### config.mk
export PLATFORM = sky130hd
export DESIGN_NAME = sfsi_device_flat
export DESIGN_NICKNAME = d
export VERILOG_FILES = /design/src/sfsi_pkg.sv /design/src/sfsi_link_if.sv /design/src/sfsi_sync.sv /design/src/sfsi_device.sv /design/src/flat_wrapper.sv
export SDC_FILE = /design/constraint.sdc
export NUM_CORES = 1
export LEC_CHECK = 0
export BUFFER_PORTS_ARGS = -buffer_cell sky130_fd_sc_hd__buf_2
export CAP_MARGIN = 20
export CORE_ASPECT_RATIO = 1.1
export CORE_UTILIZATION = 35
export DETAILED_ROUTE_END_ITERATION = 8
export SYNTH_ARGS = -nofsm -noshare
export SYNTH_HDL_FRONTEND = slang
export SYNTH_SLANG_ARGS = --single-unit
### constraint.sdc
create_clock -name clk_sys_in -period 3.2 [get_ports clk_sys_in]
set_input_delay 0.64 -clock clk_sys_in [delete_from_list [all_inputs] [get_ports clk_sys_in]]
set_output_delay 0.64 -clock clk_sys_in [all_outputs]
set_load 0.005 [all_outputs]
### src/sfsi_pkg.sv
// package of constants and types for the framed serial slave interface
// Summary of operation
// - discard frames without exactly 16 clocks
// - chip select high: output tristated, input ignored
// - sample on rising edge, shift on falling
// - both streams most significant bit first
// - master sends address, data, parity fields
// - device returns error, address, indicator, data, parity
// - answer to each frame returned next frame
// - failed previous transfer sets error bit
// - write-only answers zero, except two status commands
// - bank 0x10 by sub-address, indicator set
// - both frames use odd parity
package sfsi_pkg;
    localparam int         FRAME_BITS      = 16;
    localparam logic [4:0] FRAME_BITS_M1   = 5'h0F;
    localparam logic [4:0] FRAME_BITS_C    = 5'h10;
    localparam int         POS_ERR         = 15;
    localparam int         POS_ADDR_HI     = 14;
    localparam int         POS_ADDR_LO     = 10;
    localparam int         POS_RW          = 9;
    localparam int         POS_DATA_HI     = 8;
    localparam int         POS_DATA_LO     = 1;
    localparam int         POS_PAR         = 0;
    localparam logic [4:0] ADDR_RO_BANK    = 5'h10;
    localparam logic [4:0] ADDR_LOCK_CMD   = 5'h0C;
    localparam logic [4:0] ADDR_STAGE_CMD  = 5'h0D;
    localparam int         LOCK_BIT        = 1;
    localparam int         OUTDIS_BIT      = 1;
    localparam int         STOP_BIT        = 3;
    localparam int         START_BIT       = 2;
    localparam int         SWRST_BIT       = 2;
    localparam logic [7:0] REG_RESET       = 8'h00;
    localparam logic [15:0] FRAME_RESET    = 16'h0000;
    localparam logic [3:0] ADDR_MIN_WR     = 4'h1;
    localparam logic [4:0] ADDR_MAX_WR     = 5'h12;
    // half period covers both synchronisers and the device's shift, so no bit is read stale
    localparam int         SCK_HALF_DIV    = 8;
    localparam logic [2:0] SCK_HALF_M1     = 3'h7;
    localparam logic [1:0] ST_DONE         = 2'h1;
    localparam logic [1:0] ST_PERR         = 2'h2;
    localparam logic [1:0] ST_LERR         = 2'h0;
    localparam logic [7:0] REG_STATUS      = 8'h00;
    localparam logic [7:0] REG_MASK        = 8'h01;
    localparam logic [7:0] REG_TX          = 8'h02;
    localparam logic [7:0] REG_RX          = 8'h03;
    localparam logic [7:0] REG_CTRL        = 8'h04;
    typedef logic [15:0] sfsi_frame_t;
    typedef enum logic [1:0] {SFSI_IDLE, SFSI_LEAD, SFSI_XFER, SFSI_LAG} sfsi_mst_state_t;
    function automatic logic sfsi_odd_par(input logic [14:0] v);
        return ~(^v);
    endfunction : sfsi_odd_par
endpackage : sfsi_pkg

### src/sfsi_link_if.sv
// link carrier between the serial slave and the master
`timescale 1ns/1ps
interface sfsi_link_if;
    logic cs_n;
    logic sck;
    logic mosi;
    logic miso;
    logic miso_oe;
    modport device (input cs_n, input sck, input mosi, output miso, output miso_oe);
    modport master (output cs_n, output sck, output mosi, input miso, input miso_oe);
endinterface : sfsi_link_if

### src/sfsi_sync.sv
// two-flop synchroniser for link pins
`timescale 1ns/1ps
module sfsi_sync #(
    parameter int W = 1
) (
    input  wire logic         clk_sys_in,
    input  wire logic         resetn_in,
    input  wire logic         ce_in,
    input  wire logic [W-1:0] d_in,
    input  wire logic [W-1:0] rst_val_in,
    output logic      [W-1:0] q_out
);
    logic [W-1:0] meta_q;
    always_ff @(posedge clk_sys_in or negedge resetn_in) begin
        if (!resetn_in) begin
            meta_q <= '0;
            q_out  <= '0;
        end else if (ce_in) begin
            meta_q <= d_in;
            q_out  <= meta_q;
        end
    end
    logic unused_rst;
    assign unused_rst = ^rst_val_in;
endmodule : sfsi_sync

### src/sfsi_device.sv
// device end: framed serial slave with a small register bank
//
// Chosen here: the register offsets and strobed register access.
`timescale 1ns/1ps
module sfsi_device
    import sfsi_pkg::*;
(
    input  wire logic        clk_sys_in,
    input  wire logic        resetn_in,
    input  wire logic        ce_in,
    sfsi_link_if.device      link,
    input  wire logic [7:0]  ro_data_in [32],
    output logic [7:0]       wr_regs_out [32],
    output logic             lock_out,
    output logic             out_dis_out,
    output logic             sw_reset_out,
    output logic             frame_err_out
);
    logic [2:0] s_q;
    // cs_n resets high in the synchroniser view via inversion
    sfsi_sync #(.W(3)) u_sync (
        .clk_sys_in (clk_sys_in),
        .resetn_in  (resetn_in),
        .ce_in      (ce_in),
        .d_in       ({~link.cs_n, link.sck, link.mosi}),
        .rst_val_in (3'h0),
        .q_out      (s_q)
    );
    logic cs_act, sck_s, mosi_s, sck_prev_q, cs_prev_q;
    assign cs_act = s_q[2];
    assign sck_s  = s_q[1];
    assign mosi_s = s_q[0];
    logic rise, fall, frame_end, frame_start;
    assign rise        = cs_act && sck_s && !sck_prev_q;
    assign fall        = cs_act && !sck_s && sck_prev_q;
    assign frame_end   = cs_prev_q && !cs_act;
    assign frame_start = cs_act && !cs_prev_q;
    always_ff @(posedge clk_sys_in or negedge resetn_in) begin
        if (!resetn_in) begin
            sck_prev_q <= 1'b0;
            cs_prev_q  <= 1'b0;
        end else if (ce_in) begin
            sck_prev_q <= sck_s;
            cs_prev_q  <= cs_act;
        end
    end
    // bit count saturates so long frames stay detectable
    logic [4:0] cnt_q;
    logic       over_q;
    sfsi_frame_t rx_q, tx_q, resp_q;
    always_ff @(posedge clk_sys_in or negedge resetn_in) begin
        if (!resetn_in) begin
            cnt_q  <= 5'h00;
            over_q <= 1'b0;
            rx_q   <= FRAME_RESET;
        end else if (ce_in) begin
            if (frame_start) begin
                cnt_q  <= 5'h00;
                over_q <= 1'b0;
            end else if (rise) begin
                rx_q <= {rx_q[14:0], mosi_s};
                if (cnt_q == FRAME_BITS_C) over_q <= 1'b1;
                else cnt_q <= cnt_q + 5'h01;
            end
        end
    end
    logic [4:0] rx_addr;
    logic [7:0] rx_data;
    logic       len_ok, par_ok, good;
    assign rx_addr = rx_q[POS_ADDR_HI:POS_ADDR_LO];
    assign rx_data = rx_q[POS_DATA_HI:POS_DATA_LO];
    assign len_ok  = (cnt_q == FRAME_BITS_C) && !over_q;
    assign par_ok  = (rx_q[POS_PAR] == sfsi_odd_par(rx_q[15:1]));
    assign good    = len_ok && par_ok;
    // register bank; commit only on a clean frame end
    logic [7:0] regs_q [32];
    logic lock_q, outdis_q, swrst_q, err_q;
    logic wr_ok;
    assign wr_ok = frame_end && good && rx_addr != ADDR_RO_BANK;
    always_ff @(posedge clk_sys_in or negedge resetn_in) begin
        if (!resetn_in) begin
            for (int i = 0; i < 32; i++) regs_q[i] <= REG_RESET;
            lock_q   <= 1'b0;
            outdis_q <= 1'b1;
            swrst_q  <= 1'b0;
        end else if (ce_in) begin
            swrst_q <= 1'b0;
            if (wr_ok) begin
                if (rx_addr == ADDR_LOCK_CMD) begin
                    lock_q  <= rx_data[LOCK_BIT];
                    swrst_q <= rx_data[SWRST_BIT];
                    if (rx_data[SWRST_BIT]) begin
                        for (int i = 0; i < 32; i++) regs_q[i] <= REG_RESET;
                        lock_q   <= 1'b0;
                        outdis_q <= 1'b1;
                    end
                end else if (rx_addr == ADDR_STAGE_CMD) begin
                    if (rx_data[STOP_BIT]) outdis_q <= 1'b1;
                    else if (rx_data[START_BIT]) outdis_q <= 1'b0;
                end else if (!lock_q) begin
                    regs_q[rx_addr] <= rx_data;
                end
            end
        end
    end
    // error flag reports on the previous frame only
    always_ff @(posedge clk_sys_in or negedge resetn_in) begin
        if (!resetn_in) err_q <= 1'b0;
        else if (ce_in && frame_end) err_q <= !good;
    end
    // answer built at frame end, loaded at next frame start
    logic [7:0]  ans_data;
    logic [4:0]  ans_addr;
    logic        ans_rw;
    always_comb begin
        ans_addr = rx_addr;
        ans_rw   = 1'b0;
        ans_data = 8'h00;
        if (rx_addr == ADDR_RO_BANK) begin
            ans_rw   = 1'b1;
            ans_addr = rx_data[4:0];
            ans_data = ro_data_in[rx_data[4:0]];
        end else if (rx_addr == ADDR_LOCK_CMD) begin
            // status after this write takes effect, soft reset unlocks
            ans_data[LOCK_BIT] = !rx_data[SWRST_BIT] && rx_data[LOCK_BIT];
        end else if (rx_addr == ADDR_STAGE_CMD) begin
            if (rx_data[STOP_BIT]) ans_data[OUTDIS_BIT] = 1'b1;
            else if (rx_data[START_BIT]) ans_data[OUTDIS_BIT] = 1'b0;
            else ans_data[OUTDIS_BIT] = outdis_q;
        end
    end
    logic ans_pend_q;
    always_ff @(posedge clk_sys_in or negedge resetn_in) begin
        if (!resetn_in) begin
            resp_q     <= FRAME_RESET;
            ans_pend_q <= 1'b0;
        end else if (ce_in && frame_end) begin
            ans_pend_q <= good;
            if (good) resp_q[14:1] <= {ans_addr, ans_rw, ans_data};
            else resp_q[14:1] <= 14'h0000;
        end
    end
    logic [14:0] body;
    assign body = {err_q, resp_q[14:1]};
    always_ff @(posedge clk_sys_in or negedge resetn_in) begin
        if (!resetn_in) tx_q <= FRAME_RESET;
        else if (ce_in) begin
            if (frame_start) tx_q <= {body, sfsi_odd_par(body)};
            else if (fall) tx_q <= {tx_q[14:0], 1'b0};
        end
    end
    assign link.miso    = tx_q[POS_ERR];
    assign link.miso_oe = cs_act;
    always_comb for (int i = 0; i < 32; i++) wr_regs_out[i] = regs_q[i];
    assign lock_out      = lock_q;
    assign out_dis_out   = outdis_q;
    assign sw_reset_out  = swrst_q;
    assign frame_err_out = err_q;
    logic unused_pend;
    assign unused_pend = ans_pend_q;
endmodule : sfsi_device

### src/flat_wrapper.sv
// flat-port wrapper written by rule: the top's interface ports become plain ports
module sfsi_device_flat import sfsi_pkg::*;
  (clk_sys_in, resetn_in, ce_in, ro_data_in, wr_regs_out, lock_out, out_dis_out, sw_reset_out, frame_err_out, link_cs_n, link_sck, link_mosi, link_miso, link_miso_oe);
  sfsi_link_if link_i ();
  input  wire logic clk_sys_in;
  input  wire logic resetn_in;
  input  wire logic ce_in;
  input  wire logic [7:0] ro_data_in[32];
  output logic [7:0] wr_regs_out[32];
  output logic lock_out;
  output logic out_dis_out;
  output logic sw_reset_out;
  output logic frame_err_out;
  input wire logic [$bits(link_i.cs_n)-1:0] link_cs_n;
  input wire logic [$bits(link_i.sck)-1:0] link_sck;
  input wire logic [$bits(link_i.mosi)-1:0] link_mosi;
  output wire logic [$bits(link_i.miso)-1:0] link_miso;
  output wire logic [$bits(link_i.miso_oe)-1:0] link_miso_oe;
  assign link_i.cs_n = link_cs_n;
  assign link_i.sck = link_sck;
  assign link_i.mosi = link_mosi;
  assign link_miso = link_i.miso;
  assign link_miso_oe = link_i.miso_oe;
  sfsi_device u_core (.clk_sys_in(clk_sys_in), .resetn_in(resetn_in), .ce_in(ce_in), .link(link_i), .ro_data_in(ro_data_in), .wr_regs_out(wr_regs_out), .lock_out(lock_out), .out_dis_out(out_dis_out), .sw_reset_out(sw_reset_out), .frame_err_out(frame_err_out));
endmodule
---- After elaboration in Yosys (flattened, before gate mapping) ----
Index checks and enable logic that the tools add are counted.
W data, S select, Z words.
operators by class
  add/subtract/negate cells ............... 1
  magnitude comparators ................... 3
  equality and inequality tests ........... 10
  multiplexer cells ....................... 34
  bitwise operators ....................... 6
  reductions and logical operators ........ 33
operator list
  kind                   count
  $mux W256              4
  $bwmux W256            1
  $bmux W8 S5            1
  $demux W8 S5           1
  $mux W16               2
  $reduce_xor A15 Y1     2
  $mux W8                3
  $mux W5                4
  $mux W1                16
  $mux W14               1
  $logic_and A1 B1 Y1    13
  $ge A6 B6 Y1 const B   2
  $not A5 Y6             2
  $reduce_and A3 Y1      4
  $eq A5 B4 Y1 const B   2
  $eq A5 B5 Y1 const B   2
  $reduce_bool A2 Y1     4
  $logic_not A1 Y1       7
  $lt A6 B1 Y1 const B   1
  $mux W6                1
  $ne A2 B1 Y1 const B   3
  $add A5 B1 Y5 const B  1
  $ne A5 B5 Y1 const B   1
  $reduce_and A5 Y1      1
  other kinds (5)        8
storage, ports and cells
  register bits after elaboration ......... 320
  input bits .............................. 262
  output and inout bits ................... 262
  logic and storage cells ................. 132

---- Longest topological paths before layout ----
  depth after elaboration ................. 9
  gate-level depth with buffers ........... 11
  mapped depth without buffers ............ 7

---- Modules after synthesis ----
Synthesis repeated with hierarchy kept, for this count alone.
second synthesis, totals
  cells, all modules ...................... 1522
  area, all modules ....................... 16086.7 sq um
by module, submodules not included
  module       instances  cells an instance  area an instance (sq um)  sequential area each (sq um)
  sfsi_device  1          1509               15835.2                   7858.8
  sfsi_sync    1          13                 251.5                     150.1

---- Least setup slack after synthesis ----
OpenSTA, ideal clock, no wires.
  path kind ............................... register to register
  start point ............................. register u_core.rx_q[13]
  end point ............................... register u_core.regs_q (netlist bit u_core.wr_regs_out[88])
  arrival time ............................ 2386 ps
  setup slack ............................. 693 ps
  cell stages (with the launch flop) ...... 9
  buffers on the path ..................... 1
  cells stage by stage .................... dfrtp_1 inv_1 ha_1 xnor2_1 xnor2_1 xor3_1 or3_1 clkbuf_1 a22o_1
between the ends
  cells in the longest elaborated chain, start to end .. 9
  elaborated cells between the ends (all ways) .. 23
RTL lines
  element                                                             line                source
  start, declared                                                     sfsi_device.sv:50   sfsi_frame_t rx_q, tx_q, resp_q;
  start signal, assigned                                              sfsi_device.sv:61   rx_q <= {rx_q[14:0], mosi_s};
  $not A5 Y6 (not written as such)                                    sfsi_device.sv:101  regs_q[rx_addr] <= rx_data;
  $ge A6 B6 Y1 (not written as such) or $lt A6 B1 Y1 (tied branches)  sfsi_device.sv:101
  $logic_and A1 B1 Y1 (not written as such)                           sfsi_device.sv:101
  $mux W8 (not written as such)                                       sfsi_device.sv:101
  $demux W8 S5                                                        sfsi_device.sv:101
  $bwmux W256                                                         sfsi_device.sv:101
  $mux W256                                                           sfsi_device.sv:100  end else if (!lock_q) begin
  $mux W256                                                           sfsi_device.sv:97   end else if (rx_addr == ADDR_STAGE_CMD) begin
  $mux W256                                                           sfsi_device.sv:89   if (rx_addr == ADDR_LOCK_CMD) begin
  end signal, assigned by index                                       sfsi_device.sv:101
  end, declared                                                       sfsi_device.sv:76   logic [7:0] regs_q [32];
Parallel ways exist; a longest one is shown, timed or not. The select of a mux whose other input is x is not followed.
A chain may end at the register's enable or synchronous reset.

---- Final worst setup path ----
  start point ............................. register u_core.rx_q[14]
  end point ............................... register u_core.regs_q (netlist bit u_core.wr_regs_out[110])
The elaborated chain is that of the path after synthesis.

==> summary.md <==
| Metric | Value |
|---|---|
| Result of the run | `finished with violations` |
| Failing checks | `design-rule violations` |
| Post-layout net count | `~2200` |
| Time the worst path needs with I/O delays and setup | `about 3 ns` |
| Largest driver fanout on the critical path | `14` |
| Antenna violations before repair | `8` |
| H-tree depth reported by CTS | `2` |
| 1st-pass router iterations | `7` |
| Count of input and output buffers | `523` |
| Placed cells | `2470` |
| Skew-Pair Late Insertion Delay | `0.54 ns` |
| Wirelength, routed | `61100 um` |
| Largest net degree at the start of global routing | `94` |
| Flip-flop and latch count after synthesis | `320` |
| Vias | `roughly 14000` |
| Total power | `~10 mW` |
| RSZ-0062 raised after global routing | `true` |
| Final setup skew | `0.0157 ns` |
| Crit path kind | `flip-flop to flip-flop` |
| Leakage power summed over all cells | `10.4 nW` |
| Worst reg2reg endpoint | `u_core.wr_regs_out[110]` |
| Root cell of the clock tree | `sky130_fd_sc_hd__clkbuf_16` |
| Detailed router's first-iteration violation count | `a little over 1000` |
| Total congestion overflow after global routing | `0` |
| Tcrit/Tclk final | `0.941` |
| IR drop worst, VDD | `0.302 mV` |
| Netlist cell types | `53` |
| FP Rows | `82` |
| Global-route total usage across every layer | `0.256` |
| Worst Path Arrival | `approximately 3.4 ns` |
| Worst setup startpoint | `u_core.rx_q[14]` |
| Number of nets produced by synthesis | `1695` |
| Post-synthesis cell count | `1427` |
| Effective utilization at floorplan | `0.354` |
| Path category of the worst min-delay check | `input pin to asynchronous set/reset pin` |
| Area Growth Syn to Fin | `27.7%` |
| Endpoints failing setup | `0` |
| Pins over their slew limit | `0` |
| Clock slew seen by the registers of the worst setup and hold paths | `0.06 ns` |
| I/O Pins | `around 520` |
| Category of the worst setup path capture point | `flip-flop` |
| Maximum root-to-sink buffer count | `3` |
| Final Instance Count excl. Fillers | `2541` |
| Maximum frequency from static timing analysis | `332 MHz` |
| Global-route wire length before repair | `89500 um` |
| Clock tree sinks | `320` |
| Die height | `227 um` |
| Post-Syn Area per Cell | `11.3 um^2` |
| Share of layout cells above drive strength 1 | `0.393` |
| Ys Warns | `0` |
| Worst-case headroom to the max-slew limit | `0.443` |
| Horizontal die dimension | `206 um` |
| Post-layout utilization of the core | `0.452` |
| Fin. Hold Viols | `0` |
| P per Cell Area | `503 nW/um^2` |
| Startpoint of the most critical register-to-register path | `u_core.rx_q[14]` |
| CTS Buf Count | `37` |
| Async set-reset flop share out of synthesis | `1.00` |
| Final critical-path setup slack | `0.189 ns` |
| Synthesized area | `between 15000 and 20000 um^2` |
| Leading cell type by number of instances after synthesis | `sky130_fd_sc_hd__dfrtp_1` |
| Largest area contributor in the netlist | `sky130_fd_sc_hd__dfrtp_1` |
| Measured slew at the worst slew-check pin | `0.833 ns` |
| Top_reg_cell synth | `sky130_fd_sc_hd__dfrtp_1` |
| Worst slack, placed | `0.183 ns` |
| Critical Path Source Type | `flip-flop` |
| Routed WL per cell | `24.1 um` |
| Die area | `46900 um^2` |
| Flop2flop setup slack | `0.19 ns` |
| Clock tree from TritonCTS | `yes` |
| Number of global-route vias before repair | `13900` |
| Number of flops mapped to enable cells by yosys | `0` |
| Most used standard cells in the synthesized netlist | `sky130_fd_sc_hd__dfrtp_1, sky130_fd_sc_hd__nor2_1, sky130_fd_sc_hd__a22o_1` |
| Via-to-Cell Ratio | `5.59` |
| Post-CTS Hold Fix Bufs | `0` |
| Number of DRC violations after detailed routing | `15` |
| Data required time at the worst endpoint | `3.61 ns` |
| Post-DP HPWL | `43700 um` |
| Max-capacitance violation count | `0` |
| Sequential element share of the synthesized area | `0.497` |
| Placeable core region | `about 45000 um^2` |
| Antenna-violating nets left | `0` |
| Area share of the largest cell type after synthesis | `0.496` |
| Final estimated routing congestion in global placement | `~0.96` |
| Dominant cells by area after synthesis | `sky130_fd_sc_hd__dfrtp_1, sky130_fd_sc_hd__a22o_1, sky130_fd_sc_hd__mux4_2` |
| Count of cells along the worst register-to-register path | `8` |
==> worst max-delay path, cell delays in order (launching register included) <==
cell and delay (ns):
sky130_fd_sc_hd__dfrtp_1 0.45, sky130_fd_sc_hd__inv_1 0.13, sky130_fd_sc_hd__ha_1 0.31, sky130_fd_sc_hd__xnor2_1 0.22
sky130_fd_sc_hd__xnor2_1 0.11, sky130_fd_sc_hd__xnor3_2 0.57, sky130_fd_sc_hd__buf_4 0.37, sky130_fd_sc_hd__nand4_1 0.35
sky130_fd_sc_hd__a22o_1 0.34
==> stage by stage <==
step | hold WS, ns | cell area, um^2 | setup TNS, ns
after floorplan | 0.344 | 16100 | 0
after global placement | 0.465 | 19300 | 0
after detailed placement | 0.469 | 19300 | 0
after CTS | 0.110 | 20500 | 0
after global routing | 0.130 | 20600 | -0.000309
final | 0.0826 | 20600 | 0
==> sequential cells by signal (all words and copies together) (netlist names) <==
name,count
u_core.cnt_q,5
u_core.wr_regs_out,256
u_core.frame_err_out,1
u_core.u_sync.q_out,3
u_core.out_dis_out,1
u_core.tx_q,16
u_core.rx_q,16
u_core.u_sync.meta_q,3
u_core.lock_out,1
u_core.over_q,1
u_core.body,14
u_core.sck_prev_q,1
u_core.cs_prev_q,1
u_core.sw_reset_out,1
==> cells in the final DEF, fill, tap and decap left out, drive strengths merged, types with 8 or more instances in the layout <==
cell type | synthesis | final
a21oi | 30 | 30
a22o | 221 | 221
buf | 63 | 578
clkbuf | 58 | 54
clkinv | 1 | 8
dfrtp | 319 | 319
inv | 47 | 49
mux2 | 21 | 21
mux2i | 17 | 17
mux4 | 76 | 76
nand2 | 121 | 121
nand3 | 34 | 34
nand4 | 31 | 31
nor2 | 235 | 235
nor2b | 9 | 9
o21ai | 14 | 14
o22ai | 42 | 42
xnor2 | 19 | 19
==> power breakdown <==
group	internal, mW	switching, mW	total, mW	leakage [nW]
Clock	2.56	1.71	4.27	0.605
Sequential	4.17	0.0818	4.26	4.19
Combinational	0.821	0.997	1.82	5.64
Total	7.55	2.79	10.3	10.4
==> repair_timing <==
item | in CTS | in global routing
buffers inserted | 0 | 2
resized for setup | 0 | 1
endpoints found under the setup margin | 0 | 30
==> kinds of logic (layout without fill, tap and decap cells) <==
kind of cell / Yosys count / count (layout) / share of synthesized area
AO/OA/AOI/OAI: 331 / 331 / 0.163
buffers and inverters: 169 / 692 / 0.0526
flip-flops: 320 / 320 / 0.497
AND/OR/NAND/NOR: 458 / 458 / 0.131
other: 0 / 3 / 0
adder cells (fa/ha/maj): 6 / 6 / 0.00466
XOR/XNOR: 29 / 29 / 0.0193
multiplexers: 114 / 114 / 0.132
==> per-layer routing <==
layer	wire length, um	up-vias	GRT usage
li1	-	6211	-
met5	55	-	0
met1	27400	7281	0.368
met3	5340	110	0.0766
met4	1650	8	0.0707
met2	26700	590	0.371
==> area by class of cell <==
type / count / area [um^2]
Sequential cell: 320 / 8020
Timing Repair Buffer: 578 / 3140
Inverter: 48 / 180
Antenna cell: 3 / 7.51
Clock buffer: 54 / 1100
Fill cell: 4308 / 24900
Clock inverter: 12 / 120
Tap cell: 588 / 736
Multi-Input combinational cell: 938 / 7260
==> worst max path at each step <==
stage	to	slack [ns]	cells past startpoint
finish	u_core.wr_regs_out[110]	0.19	8
global route	u_core.wr_regs_out[102]	-0.0003	8
CTS	u_core.wr_regs_out[80]	0.18	8
detailed placement	u_core.wr_regs_out[81]	0.18	8
global placement	u_core.wr_regs_out[104]	0.27	8
floorplan	u_core.wr_regs_out[88]	0.69	8
Note: power is estimated with default switching activity, not from simulation.
